===== src/hdl/pdn_pkg.sv =====
// Shared constants, register map and carriers of the positioning done/near detector
package pdn_pkg;
  // ==========================================================================
  // Widths
  localparam int ERR_W      = 32;
  localparam int SPD_W      = 32;
  localparam int THR_W      = 15;
  localparam int HOLD_W     = 15;
  localparam int ADDR_W     = 12;
  localparam int DATA_W     = 32;
  localparam int COMP_SEL_W = 3;
  localparam int PROX_SEL_W = 2;
  localparam int FUNC_W     = 2;
  localparam int IRQ_W      = 2;

  // ==========================================================================
  // Register offsets
  localparam logic [ADDR_W-1:0] ADDR_COMP_SEL   = 12'h000;
  localparam logic [ADDR_W-1:0] ADDR_COMP_THR   = 12'h004;
  localparam logic [ADDR_W-1:0] ADDR_PROX_SEL   = 12'h008;
  localparam logic [ADDR_W-1:0] ADDR_PROX_THR   = 12'h00c;
  localparam logic [ADDR_W-1:0] ADDR_HOLD_TIME  = 12'h010;
  localparam logic [ADDR_W-1:0] ADDR_DO_FUNC    = 12'h014;
  localparam logic [ADDR_W-1:0] ADDR_DO_STATE   = 12'h018;
  localparam logic [ADDR_W-1:0] ADDR_POS_ERR    = 12'h01c;
  localparam logic [ADDR_W-1:0] ADDR_IRQ_STATUS = 12'h020;
  localparam logic [ADDR_W-1:0] ADDR_IRQ_CLEAR  = 12'h024;
  localparam logic [ADDR_W-1:0] ADDR_IRQ_ENABLE = 12'h028;

  // ==========================================================================
  // Reset values and limits
  localparam logic [COMP_SEL_W-1:0] COMP_SEL_MAX = 3'h4;
  localparam logic [THR_W-1:0]      RST_COMP_THR = 15'h000a;
  localparam logic [THR_W-1:0]      RST_PROX_THR = 15'h0064;
  localparam logic [HOLD_W-1:0]     RST_HOLD     = 15'h000a;
  localparam int                    IRQ_COMPLETE = 0;
  localparam int                    IRQ_NEAR     = 1;

  // ==========================================================================
  // Timing
  localparam int CLK_PERIOD_NS   = 25;
  localparam int MS_NS           = 1000000;
  localparam int MS_CYCLES_DFLT  = MS_NS / CLK_PERIOD_NS;

  // ==========================================================================
  // Types
  typedef enum logic [COMP_SEL_W-1:0] {
    PDN_COND_LEVEL   = 3'b000,
    PDN_COND_RAW     = 3'b001,
    PDN_COND_FILT    = 3'b010,
    PDN_COND_LATCH   = 3'b011,
    PDN_COND_SEGMENT = 3'b100
  } pdn_cond_e;

  typedef enum logic [FUNC_W-1:0] {
    PDN_DO_OFF      = 2'b00,
    PDN_DO_COMPLETE = 2'b01,
    PDN_DO_NEAR     = 2'b10,
    PDN_DO_RSVD     = 2'b11
  } pdn_func_e;

  typedef struct packed {
    logic signed [ERR_W-1:0] position_error_value;
    logic signed [SPD_W-1:0] raw_speed_command;
    logic signed [SPD_W-1:0] filtered_speed_command;
    logic                    segments_sent;
    logic                    servo_running;
    logic                    position_mode;
  } pdn_motion_s;
endpackage


===== src/hdl/pdn_hold.sv =====
// Hold timer: reports a condition that has stood uninterrupted for a number of milliseconds
`timescale 1ns/1ps
module pdn_hold #(
  parameter int unsigned MS_CYCLES = pdn_pkg::MS_CYCLES_DFLT
) (
  input  wire logic                        pclk,
  input  wire logic                        presetn,
  input  wire logic                        cond,
  input  wire logic [pdn_pkg::HOLD_W-1:0]  hold_ms,
  output logic                             met
);
  localparam int CW = (MS_CYCLES < 2) ? 1 : $clog2(MS_CYCLES);

  generate
    if (MS_CYCLES < 2) begin : g_chk
      $error("pdn_hold: MS_CYCLES must be at least 2");
    end
  endgenerate

  logic [CW-1:0]              cyc_q;
  logic [pdn_pkg::HOLD_W-1:0] ms_q;
  logic                       tick;

  assign tick = (cyc_q == CW'(MS_CYCLES - 1));

  // ==========================================================================
  // Millisecond prescaler, restarted with the condition so no partial ms counts
  always_ff @(posedge pclk or negedge presetn) begin
    if (!presetn) begin
      cyc_q <= '0;
    end else if (!cond || tick) begin
      cyc_q <= '0;
    end else begin
      cyc_q <= cyc_q + 1'b1;
    end
  end

  // Elapsed milliseconds; saturates so a long settle never wraps back to zero
  always_ff @(posedge pclk or negedge presetn) begin
    if (!presetn) begin
      ms_q <= '0;
    end else if (!cond) begin
      ms_q <= '0;
    end else if (tick && (ms_q != '1)) begin
      ms_q <= ms_q + 1'b1;
    end
  end

  assign met = cond && (ms_q >= hold_ms);
endmodule


===== src/hdl/pdn_qualify.sv =====
// Output condition qualifier: selects the condition and keeps the latched indication
`timescale 1ns/1ps
module pdn_qualify (
  input  wire logic                        pclk,
  input  wire logic                        presetn,
  input  wire pdn_pkg::pdn_cond_e          cond_sel,
  input  wire logic [pdn_pkg::ERR_W-1:0]   err_abs,
  input  wire logic [pdn_pkg::THR_W-1:0]   threshold,
  input  wire logic                        raw_zero,
  input  wire logic                        filt_zero,
  input  wire logic                        segments_sent,
  input  wire logic                        enable,
  input  wire logic                        met,
  output logic                             cond,
  output logic                             ind
);
  logic below;
  logic ind_q;

  assign below = err_abs < {{(pdn_pkg::ERR_W - pdn_pkg::THR_W){1'b0}}, threshold};

  // ==========================================================================
  // Condition that feeds the hold timer
  always_comb begin
    cond = 1'b0;
    unique case (cond_sel)
      pdn_pkg::PDN_COND_LEVEL:   cond = below;
      pdn_pkg::PDN_COND_RAW:     cond = below && raw_zero;
      pdn_pkg::PDN_COND_FILT:    cond = below && filt_zero;
      pdn_pkg::PDN_COND_LATCH:   cond = below && raw_zero;
      pdn_pkg::PDN_COND_SEGMENT: cond = below && segments_sent;
      default:                   cond = 1'b0;
    endcase
    cond = cond && enable;
  end

  // Latch mode holds through error growth; only a moving command or leaving run drops it
  always_ff @(posedge pclk or negedge presetn) begin
    if (!presetn) begin
      ind_q <= 1'b0;
    end else if (cond_sel == pdn_pkg::PDN_COND_LATCH) begin
      ind_q <= enable && (met || (ind_q && raw_zero));
    end else begin
      ind_q <= met;
    end
  end

  assign ind = ind_q;
endmodule


===== src/hdl/pdn_top.sv =====
// Positioning done/near detector with APB registers, output routing and interrupt
//
// Decided for this implementation: the register addresses and the APB register port.
`timescale 1ns/1ps
module pdn_top #(
  parameter int unsigned N_DO      = 4,
  parameter int unsigned MS_CYCLES = pdn_pkg::MS_CYCLES_DFLT
) (
  input  wire logic                        pclk,
  input  wire logic                        presetn,
  input  wire logic                        psel,
  input  wire logic                        penable,
  input  wire logic                        pwrite,
  input  wire logic [pdn_pkg::ADDR_W-1:0]  paddr,
  input  wire logic [pdn_pkg::DATA_W-1:0]  pwdata,
  output logic      [pdn_pkg::DATA_W-1:0]  prdata,
  output logic                             pready,
  output logic                             pslverr,
  input  wire pdn_pkg::pdn_motion_s        motion,
  output logic      [N_DO-1:0]             do_out,
  output logic                             completion,
  output logic                             proximity,
  output logic                             irq
);
  generate
    if ((N_DO < 1) || (N_DO * pdn_pkg::FUNC_W > pdn_pkg::DATA_W)) begin : g_chk
      $error("pdn_top: N_DO out of range");
    end
  endgenerate

  // ==========================================================================
  // Registers
  logic [pdn_pkg::COMP_SEL_W-1:0] comp_sel_q;
  logic [pdn_pkg::THR_W-1:0]      comp_thr_q;
  logic [pdn_pkg::PROX_SEL_W-1:0] prox_sel_q;
  logic [pdn_pkg::THR_W-1:0]      prox_thr_q;
  logic [pdn_pkg::HOLD_W-1:0]     hold_q;
  logic [N_DO*pdn_pkg::FUNC_W-1:0] do_func_q;
  logic [N_DO-1:0]                do_q;
  logic [pdn_pkg::IRQ_W-1:0]      irq_stat_q;
  logic [pdn_pkg::IRQ_W-1:0]      irq_en_q;
  logic [pdn_pkg::DATA_W-1:0]     prdata_q;
  logic                           perr_q;
  logic                           comp_prev_q;
  logic                           prox_prev_q;

  logic                           setup;
  logic                           wr_en;
  logic [pdn_pkg::IRQ_W-1:0]      irq_clr;
  logic [pdn_pkg::IRQ_W-1:0]      irq_evt;
  logic [pdn_pkg::DATA_W-1:0]     rd_mux;
  logic                           rd_hit;

  // ==========================================================================
  // Motion inputs
  logic [pdn_pkg::ERR_W-1:0] err_u;
  logic [pdn_pkg::ERR_W-1:0] err_abs;
  logic                      raw_zero;
  logic                      filt_zero;
  logic                      run_enable;

  assign err_u      = motion.position_error_value;
  // Most negative error maps to 2^(W-1) as unsigned, so it never looks small
  assign err_abs    = err_u[pdn_pkg::ERR_W-1] ? (~err_u + 1'b1) : err_u;
  assign raw_zero   = (motion.raw_speed_command == '0);
  assign filt_zero  = (motion.filtered_speed_command == '0);
  assign run_enable = motion.position_mode && motion.servo_running;

  // ==========================================================================
  // Detection paths
  logic comp_cond;
  logic comp_met;
  logic prox_cond;
  logic prox_met;
  pdn_pkg::pdn_cond_e comp_mode;
  pdn_pkg::pdn_cond_e prox_mode;

  assign comp_mode = pdn_pkg::pdn_cond_e'(comp_sel_q);
  // Proximity field is two bits wide, so the segment mode cannot be reached
  assign prox_mode = pdn_pkg::pdn_cond_e'({1'b0, prox_sel_q});

  pdn_qualify u_comp_qual (
    .pclk          (pclk),
    .presetn       (presetn),
    .cond_sel      (comp_mode),
    .err_abs       (err_abs),
    .threshold     (comp_thr_q),
    .raw_zero      (raw_zero),
    .filt_zero     (filt_zero),
    .segments_sent (motion.segments_sent),
    .enable        (run_enable),
    .met           (comp_met),
    .cond          (comp_cond),
    .ind           (completion)
  );

  pdn_hold #(.MS_CYCLES(MS_CYCLES)) u_comp_hold (
    .pclk    (pclk),
    .presetn (presetn),
    .cond    (comp_cond),
    .hold_ms (hold_q),
    .met     (comp_met)
  );

  pdn_qualify u_prox_qual (
    .pclk          (pclk),
    .presetn       (presetn),
    .cond_sel      (prox_mode),
    .err_abs       (err_abs),
    .threshold     (prox_thr_q),
    .raw_zero      (raw_zero),
    .filt_zero     (filt_zero),
    .segments_sent (motion.segments_sent),
    .enable        (run_enable),
    .met           (prox_met),
    .cond          (prox_cond),
    .ind           (proximity)
  );

  pdn_hold #(.MS_CYCLES(MS_CYCLES)) u_prox_hold (
    .pclk    (pclk),
    .presetn (presetn),
    .cond    (prox_cond),
    .hold_ms (hold_q),
    .met     (prox_met)
  );

  // ==========================================================================
  // Output terminal routing
  always_ff @(posedge pclk or negedge presetn) begin
    if (!presetn) begin
      do_q <= '0;
    end else begin
      for (int i = 0; i < N_DO; i++) begin
        unique case (pdn_pkg::pdn_func_e'(do_func_q[i*pdn_pkg::FUNC_W +: pdn_pkg::FUNC_W]))
          pdn_pkg::PDN_DO_COMPLETE: do_q[i] <= completion;
          pdn_pkg::PDN_DO_NEAR:     do_q[i] <= proximity;
          pdn_pkg::PDN_DO_OFF:      do_q[i] <= 1'b0;
          pdn_pkg::PDN_DO_RSVD:     do_q[i] <= 1'b0;
        endcase
      end
    end
  end

  assign do_out = do_q;

  // ==========================================================================
  // APB slave: zero wait states, read data captured in the setup cycle
  assign setup   = psel && !penable;
  assign wr_en   = psel && penable && pwrite;
  assign pready  = 1'b1;
  assign pslverr = psel && penable && perr_q;
  assign prdata  = prdata_q;

  always_comb begin
    rd_mux = '0;
    rd_hit = 1'b1;
    unique case (paddr)
      pdn_pkg::ADDR_COMP_SEL:   rd_mux = {{(pdn_pkg::DATA_W-pdn_pkg::COMP_SEL_W){1'b0}}, comp_sel_q};
      pdn_pkg::ADDR_COMP_THR:   rd_mux = {{(pdn_pkg::DATA_W-pdn_pkg::THR_W){1'b0}}, comp_thr_q};
      pdn_pkg::ADDR_PROX_SEL:   rd_mux = {{(pdn_pkg::DATA_W-pdn_pkg::PROX_SEL_W){1'b0}}, prox_sel_q};
      pdn_pkg::ADDR_PROX_THR:   rd_mux = {{(pdn_pkg::DATA_W-pdn_pkg::THR_W){1'b0}}, prox_thr_q};
      pdn_pkg::ADDR_HOLD_TIME:  rd_mux = {{(pdn_pkg::DATA_W-pdn_pkg::HOLD_W){1'b0}}, hold_q};
      pdn_pkg::ADDR_DO_FUNC:    rd_mux = pdn_pkg::DATA_W'(do_func_q);
      pdn_pkg::ADDR_DO_STATE:   rd_mux = pdn_pkg::DATA_W'(do_q);
      pdn_pkg::ADDR_POS_ERR:    rd_mux = err_u;
      pdn_pkg::ADDR_IRQ_STATUS: rd_mux = {{(pdn_pkg::DATA_W-pdn_pkg::IRQ_W){1'b0}}, irq_stat_q};
      pdn_pkg::ADDR_IRQ_CLEAR:  rd_mux = '0;
      pdn_pkg::ADDR_IRQ_ENABLE: rd_mux = {{(pdn_pkg::DATA_W-pdn_pkg::IRQ_W){1'b0}}, irq_en_q};
      default:                  rd_hit = 1'b0;
    endcase
  end

  always_ff @(posedge pclk or negedge presetn) begin
    if (!presetn) begin
      prdata_q <= '0;
      perr_q   <= 1'b0;
    end else if (setup) begin
      prdata_q <= (rd_hit && !pwrite) ? rd_mux : '0;
      perr_q   <= !rd_hit;
    end
  end

  // Out-of-range selects are dropped so a running axis never sees an illegal mode
  always_ff @(posedge pclk or negedge presetn) begin
    if (!presetn) begin
      comp_sel_q <= pdn_pkg::PDN_COND_LEVEL;
      comp_thr_q <= pdn_pkg::RST_COMP_THR;
      prox_sel_q <= '0;
      prox_thr_q <= pdn_pkg::RST_PROX_THR;
      hold_q     <= pdn_pkg::RST_HOLD;
      do_func_q  <= '0;
      irq_en_q   <= '0;
    end else if (wr_en) begin
      unique case (paddr)
        pdn_pkg::ADDR_COMP_SEL: begin
          if (pwdata <= pdn_pkg::DATA_W'(pdn_pkg::COMP_SEL_MAX)) begin
            comp_sel_q <= pwdata[pdn_pkg::COMP_SEL_W-1:0];
          end
        end
        pdn_pkg::ADDR_COMP_THR: comp_thr_q <= pwdata[pdn_pkg::THR_W-1:0];
        pdn_pkg::ADDR_PROX_SEL: begin
          if (pwdata[pdn_pkg::DATA_W-1:pdn_pkg::PROX_SEL_W] == '0) begin
            prox_sel_q <= pwdata[pdn_pkg::PROX_SEL_W-1:0];
          end
        end
        pdn_pkg::ADDR_PROX_THR:   prox_thr_q <= pwdata[pdn_pkg::THR_W-1:0];
        pdn_pkg::ADDR_HOLD_TIME:  hold_q     <= pwdata[pdn_pkg::HOLD_W-1:0];
        pdn_pkg::ADDR_DO_FUNC:    do_func_q  <= pwdata[N_DO*pdn_pkg::FUNC_W-1:0];
        pdn_pkg::ADDR_IRQ_ENABLE: irq_en_q   <= pwdata[pdn_pkg::IRQ_W-1:0];
        default: ;
      endcase
    end
  end

  // ==========================================================================
  // Interrupts: rising indications are sticky; a set in the clear cycle wins
  assign irq_clr = (wr_en && (paddr == pdn_pkg::ADDR_IRQ_CLEAR)) ? pwdata[pdn_pkg::IRQ_W-1:0] : '0;
  assign irq_evt = {proximity && !prox_prev_q, completion && !comp_prev_q};

  always_ff @(posedge pclk or negedge presetn) begin
    if (!presetn) begin
      comp_prev_q <= 1'b0;
      prox_prev_q <= 1'b0;
      irq_stat_q  <= '0;
    end else begin
      comp_prev_q <= completion;
      prox_prev_q <= proximity;
      irq_stat_q  <= (irq_stat_q & ~irq_clr) | irq_evt;
    end
  end

  assign irq = |(irq_stat_q & irq_en_q);

  // ==========================================================================
  // Checks
  logic comp_below;
  logic prox_below;
  assign comp_below = err_abs < {{(pdn_pkg::ERR_W-pdn_pkg::THR_W){1'b0}}, comp_thr_q};
  assign prox_below = err_abs < {{(pdn_pkg::ERR_W-pdn_pkg::THR_W){1'b0}}, prox_thr_q};
endmodule


===== config.mk =====
export PLATFORM = sky130hd
export DESIGN_NAME = pdn_top
export DESIGN_NICKNAME = d
export VERILOG_FILES = /design/src/hdl/pdn_pkg.sv /design/src/hdl/pdn_hold.sv /design/src/hdl/pdn_qualify.sv /design/src/hdl/pdn_top.sv
export SDC_FILE = /design/constraint.sdc
export NUM_CORES = 1
export LEC_CHECK = 0
export BUFFER_PORTS_ARGS = -buffer_cell sky130_fd_sc_hd__clkbuf_2
export CAP_MARGIN = 0
export CORE_ASPECT_RATIO = 0.8
export CORE_MARGIN = 2
export CORE_UTILIZATION = 50
export DETAILED_ROUTE_END_ITERATION = 12
export PLACE_DENSITY_LB_ADDON = 0.2
export SLEW_MARGIN = 20
export SYNTH_ARGS = -nofsm -noshare
export SYNTH_HDL_FRONTEND = slang
export SYNTH_SLANG_ARGS = --single-unit

===== constraint.sdc =====
create_clock -name pclk -period 2.8 [get_ports pclk]
set_clock_uncertainty 0.1 [all_clocks]
set_input_delay 0.56 -clock pclk [delete_from_list [all_inputs] [get_ports pclk]]
set_output_delay 0.56 -clock pclk [all_outputs]
set_load 0.1 [all_outputs]

==> results.tsv <==
stage	metric	value	unit
route	drt-initial-drc-count	831	
logic_synthesis	synth_warnings	0	
power_and_ir_drop	finalPower	0.00535	W
final_layout	regArea	4140	um2
critical_path	reg2reg_slack	-0.15	ns
final_layout	final_common_cell	clkbuf_2	
logic_synthesis	synth_top_family_by_area	simple AND/OR/NAND/NOR gates	
place	port_buffers	187	
global_routing	track_usage	30.9	%
global_routing	grt_pass1_vias	9349	
route	ant_nets	0	
sta	rsz0062_at_grt	true	
route	detail_route.vias_per_cell	5.84	
global_routing	grt_max_degree	65	
floorplanning	die_x	161	um
logic_synthesis	syn_area	9810	um2
logic_synthesis	syn-num-nets	1289	
clock_network	root_buffer	clkbuf_16	
floorplanning	core	19100	um2
logic_synthesis	synth-edff-count	0	
status	status	finished with violations	
sta	min_period	3.40	ns
sta	finalMaxSlewViolations	0	
critical_path	timing.rr.end	u_comp_qual.ind	
sta	setup_ws	-0.601	ns
critical_path	crit_fanout	8	
logic_synthesis	synth_mux_area_share	2.24	%
run	cap_violations	0	
logic_synthesis	synth_compound_gate_area_share	14.6	%
final_layout	diodes	0	
logic_synthesis	syn_avg_cell_area	9.10	um2
route	routedWlPerCell	19.4	um
sta	slew_headroom	55.7	%
place	globalplace.congestion	0.959	
sta	hold_viol	4	
logic_synthesis	synthFlopType	dfrtp_1	
clock_network	cts-buffers-inserted	17	
logic_synthesis	async_reset_ff_share	100	%
clock_network	h-tree-depth	4	
critical_path	rr_worst_depth	11	
critical_path	criticalPathCategory	input pin to flop	
final_layout	final_cell_mix	clkbuf_2 (185), dfrtp_1 (158), buf_4 (120)	
sta	tightestPinTransition	0.648	ns
floorplanning	ioPinCount	189	
power_and_ir_drop	ir_drop	415	uV
floorplanning	die_h	129	um
sta	setup_viol_count_final	64	
route	dr_total_vias	9606	
logic_synthesis	synth_fa_ha_area_share	8.03	%
floorplanning	start_util	51.4	%
clock_network	cts_tree	built	
final_layout	final_net_count	1585	
route	wl	31900	um
power_and_ir_drop	p_leak	6.13	nW
final_layout	fillers	1492	
status	violations	negative hold slack, negative setup slack	
global_routing	antenna_found_initial	0	
logic_synthesis	syn_inst	1078	
final_layout	multi_input_area	5720	um2
sta	whs	-0.00426	ns
final_layout	drive_above_1_share	33.1	%
final_layout	syn2layout_area_growth	33.7	%
clock_network	postCtsHoldBufs	0	
power_and_ir_drop	powerDensity	408	nW/um2
logic_synthesis	synth.distinct_cells	64	
route	drt-pass1-iter-count	5	
logic_synthesis	synth_seq_cells	165	
floorplanning	rows	45	
sta	period_share	121	%
critical_path	end_kind	flop	
floorplanning	dieArea	20800	um2
logic_synthesis	synthXorXnorAreaFrac	6.25	%
sta	fmax	294	MHz
clock_network	clock_path_buffers	2	
critical_path	critical_path_arrival	3.67	ns
clock_network	clk_latency	0.44	ns
critical_path	timing.rr.start	hold_q[1]	
logic_synthesis	synthSimpleGateAreaFrac	22.6	%
critical_path	startpoint	motion[70]	
global_routing	grt_first_pass_wirelength	49600	um
route	drc_errors	0	
global_routing	grt_remaining_overflow	0	
clock_network	clock_sinks	165	
critical_path	crit_required	3.07	ns
critical_path	start_kind	input pin	
logic_synthesis	yosysSeqAreaShare	42.2	%
clock_network	cts.reportedPaths.clkPinSlew	0.07	ns
place	dp_hpwl	24000	um
worst_hold_path	min_path_type	input pin to asynchronous set/reset pin	
-- critical path, cell delays in order --
cell and delay (ns):
buf_6 0.09, or3_4 0.39, or4_4 0.64, or4_4 0.46, o21ai_2 0.13, a22oi_2 0.06, or4_4 0.45, or3_4 0.48
buf_12 0.16, buf_16 0.15, nor2_4 0.09
-- worst max path at each step --
stage / end / slack (ns)
floorplan: u_comp_hold.cyc_q[10] / -0.88
global placement: u_comp_hold.cyc_q[12] / -1.07
detailed placement: u_comp_hold.cyc_q[3] / -1.11
CTS: u_prox_hold.cyc_q[11] / -0.54
global route: u_comp_hold.cyc_q[1] / -0.63
finish: u_comp_hold.ms_q[2] / -0.60
-- cells by family after synthesis --
family / Yosys count
AOI/OAI and AO/OA: 220
and+or+nand+nor: 437
adders and majority gates: 63
DFF: 165
other: 1
xor gates and xnor gates: 70
muxes: 20
buffers and inverters: 102
-- layout make-up --
class                           count  area share (%)
Sequential cell                   165            31.5
Inverter                           59            1.69
Clock inverter                     14            1.30
Multi-Input combinational cell    811            43.6
Timing Repair Buffer              320            16.2
Clock buffer                       17            3.24
Tap cell                          258            2.46
-- layer usage --
layer	GRT usage [%]	up-vias	wire [um]
met5	0	-	0
met4	8.85	0	667
met3	7.65	45	2620
met2	50.2	399	14900
met1	41.6	4662	13700
li1	-	4500	-
-- where the power goes --
group	leakage (nW)	total (W)	switching, W	internal, W
Combinational	3.77	0.000547	0.000306	0.000241
Clock	0.278	0.00242	0.00108	0.00134
Sequential	2.09	0.00239	0.00000190	0.00239
-- registers in the layout, indices dropped and copies added, names as in the netlist, 2 cells and up --
signal,count
hold_q,15
u_comp_hold.cyc_q,16
irq_en_q,2
u_prox_hold.cyc_q,16
do_out,4
prdata,32
u_comp_hold.ms_q,15
comp_thr_q,15
prox_thr_q,15
comp_mode,3
u_prox_hold.ms_q,15
do_func_q,8
prox_sel_q,2
irq_stat_q,2
-- stage by stage --
step | instances | worst slack (ns) | TNS (ns) | utilization, % | instance area [um2]
after floorplan | 1078 | -0.880 | -53.04 | - | 9840
final | 1644 | -0.601 | -32.97 | 68.7 | 13100
after global placement | 1608 | -1.07 | -64.46 | 62.9 | 12000
after CTS | 1642 | -0.539 | -30.56 | 67.3 | 12800
after global routing | 1644 | -0.635 | -37.01 | 68.7 | 13100
after detailed placement | 1608 | -1.11 | -66.83 | 62.9 | 12000
-- Yosys cell counts, types with 3 or more instances --
master | n | area, um2
a211oi_1 | 6 | 45.0
a21boi_0 | 7 | 52.6
a21o_1 | 7 | 52.6
a21oi_1 | 31 | 155
a221oi_1 | 4 | 35.0
a222oi_1 | 15 | 150
a22o_1 | 18 | 158
a22oi_1 | 6 | 45.0
a31oi_1 | 3 | 18.8
and3_1 | 20 | 125
and4_1 | 7 | 61.3
buf_2 | 5 | 25.0
clkbuf_1 | 34 | 128
dfrtp_1 | 158 | 3950
dfstp_2 | 7 | 184
ha_1 | 63 | 788
inv_1 | 59 | 221
mux2_2 | 16 | 180
mux2i_1 | 4 | 40.0
nand2_1 | 118 | 443
nand2b_1 | 11 | 68.8
nand3_1 | 40 | 200
nand3b_1 | 5 | 37.5
nand4_1 | 25 | 156
nand4b_1 | 5 | 43.8
nor2_1 | 86 | 323
nor2b_1 | 8 | 50.1
nor3_1 | 39 | 195
nor3_2 | 7 | 70.1
nor3b_1 | 3 | 22.5
nor4_1 | 38 | 238
o211ai_1 | 5 | 37.5
o21a_1 | 3 | 22.5
o21ai_0 | 91 | 455
o31ai_1 | 7 | 52.6
or2_2 | 6 | 37.5
or3_1 | 5 | 31.3
or4_1 | 9 | 67.6
xnor2_1 | 44 | 385
xor2_1 | 26 | 228
-- what timing repair did --
item / 4_1_cts / 5_1_grt
cloned: 2 / 0
pin swaps: 19 / 17
resized for setup: 41 / 48
setup endpoints to repair: 64 / 64
buffers inserted: 1 / 2
(Power assumes the default switching activity.)
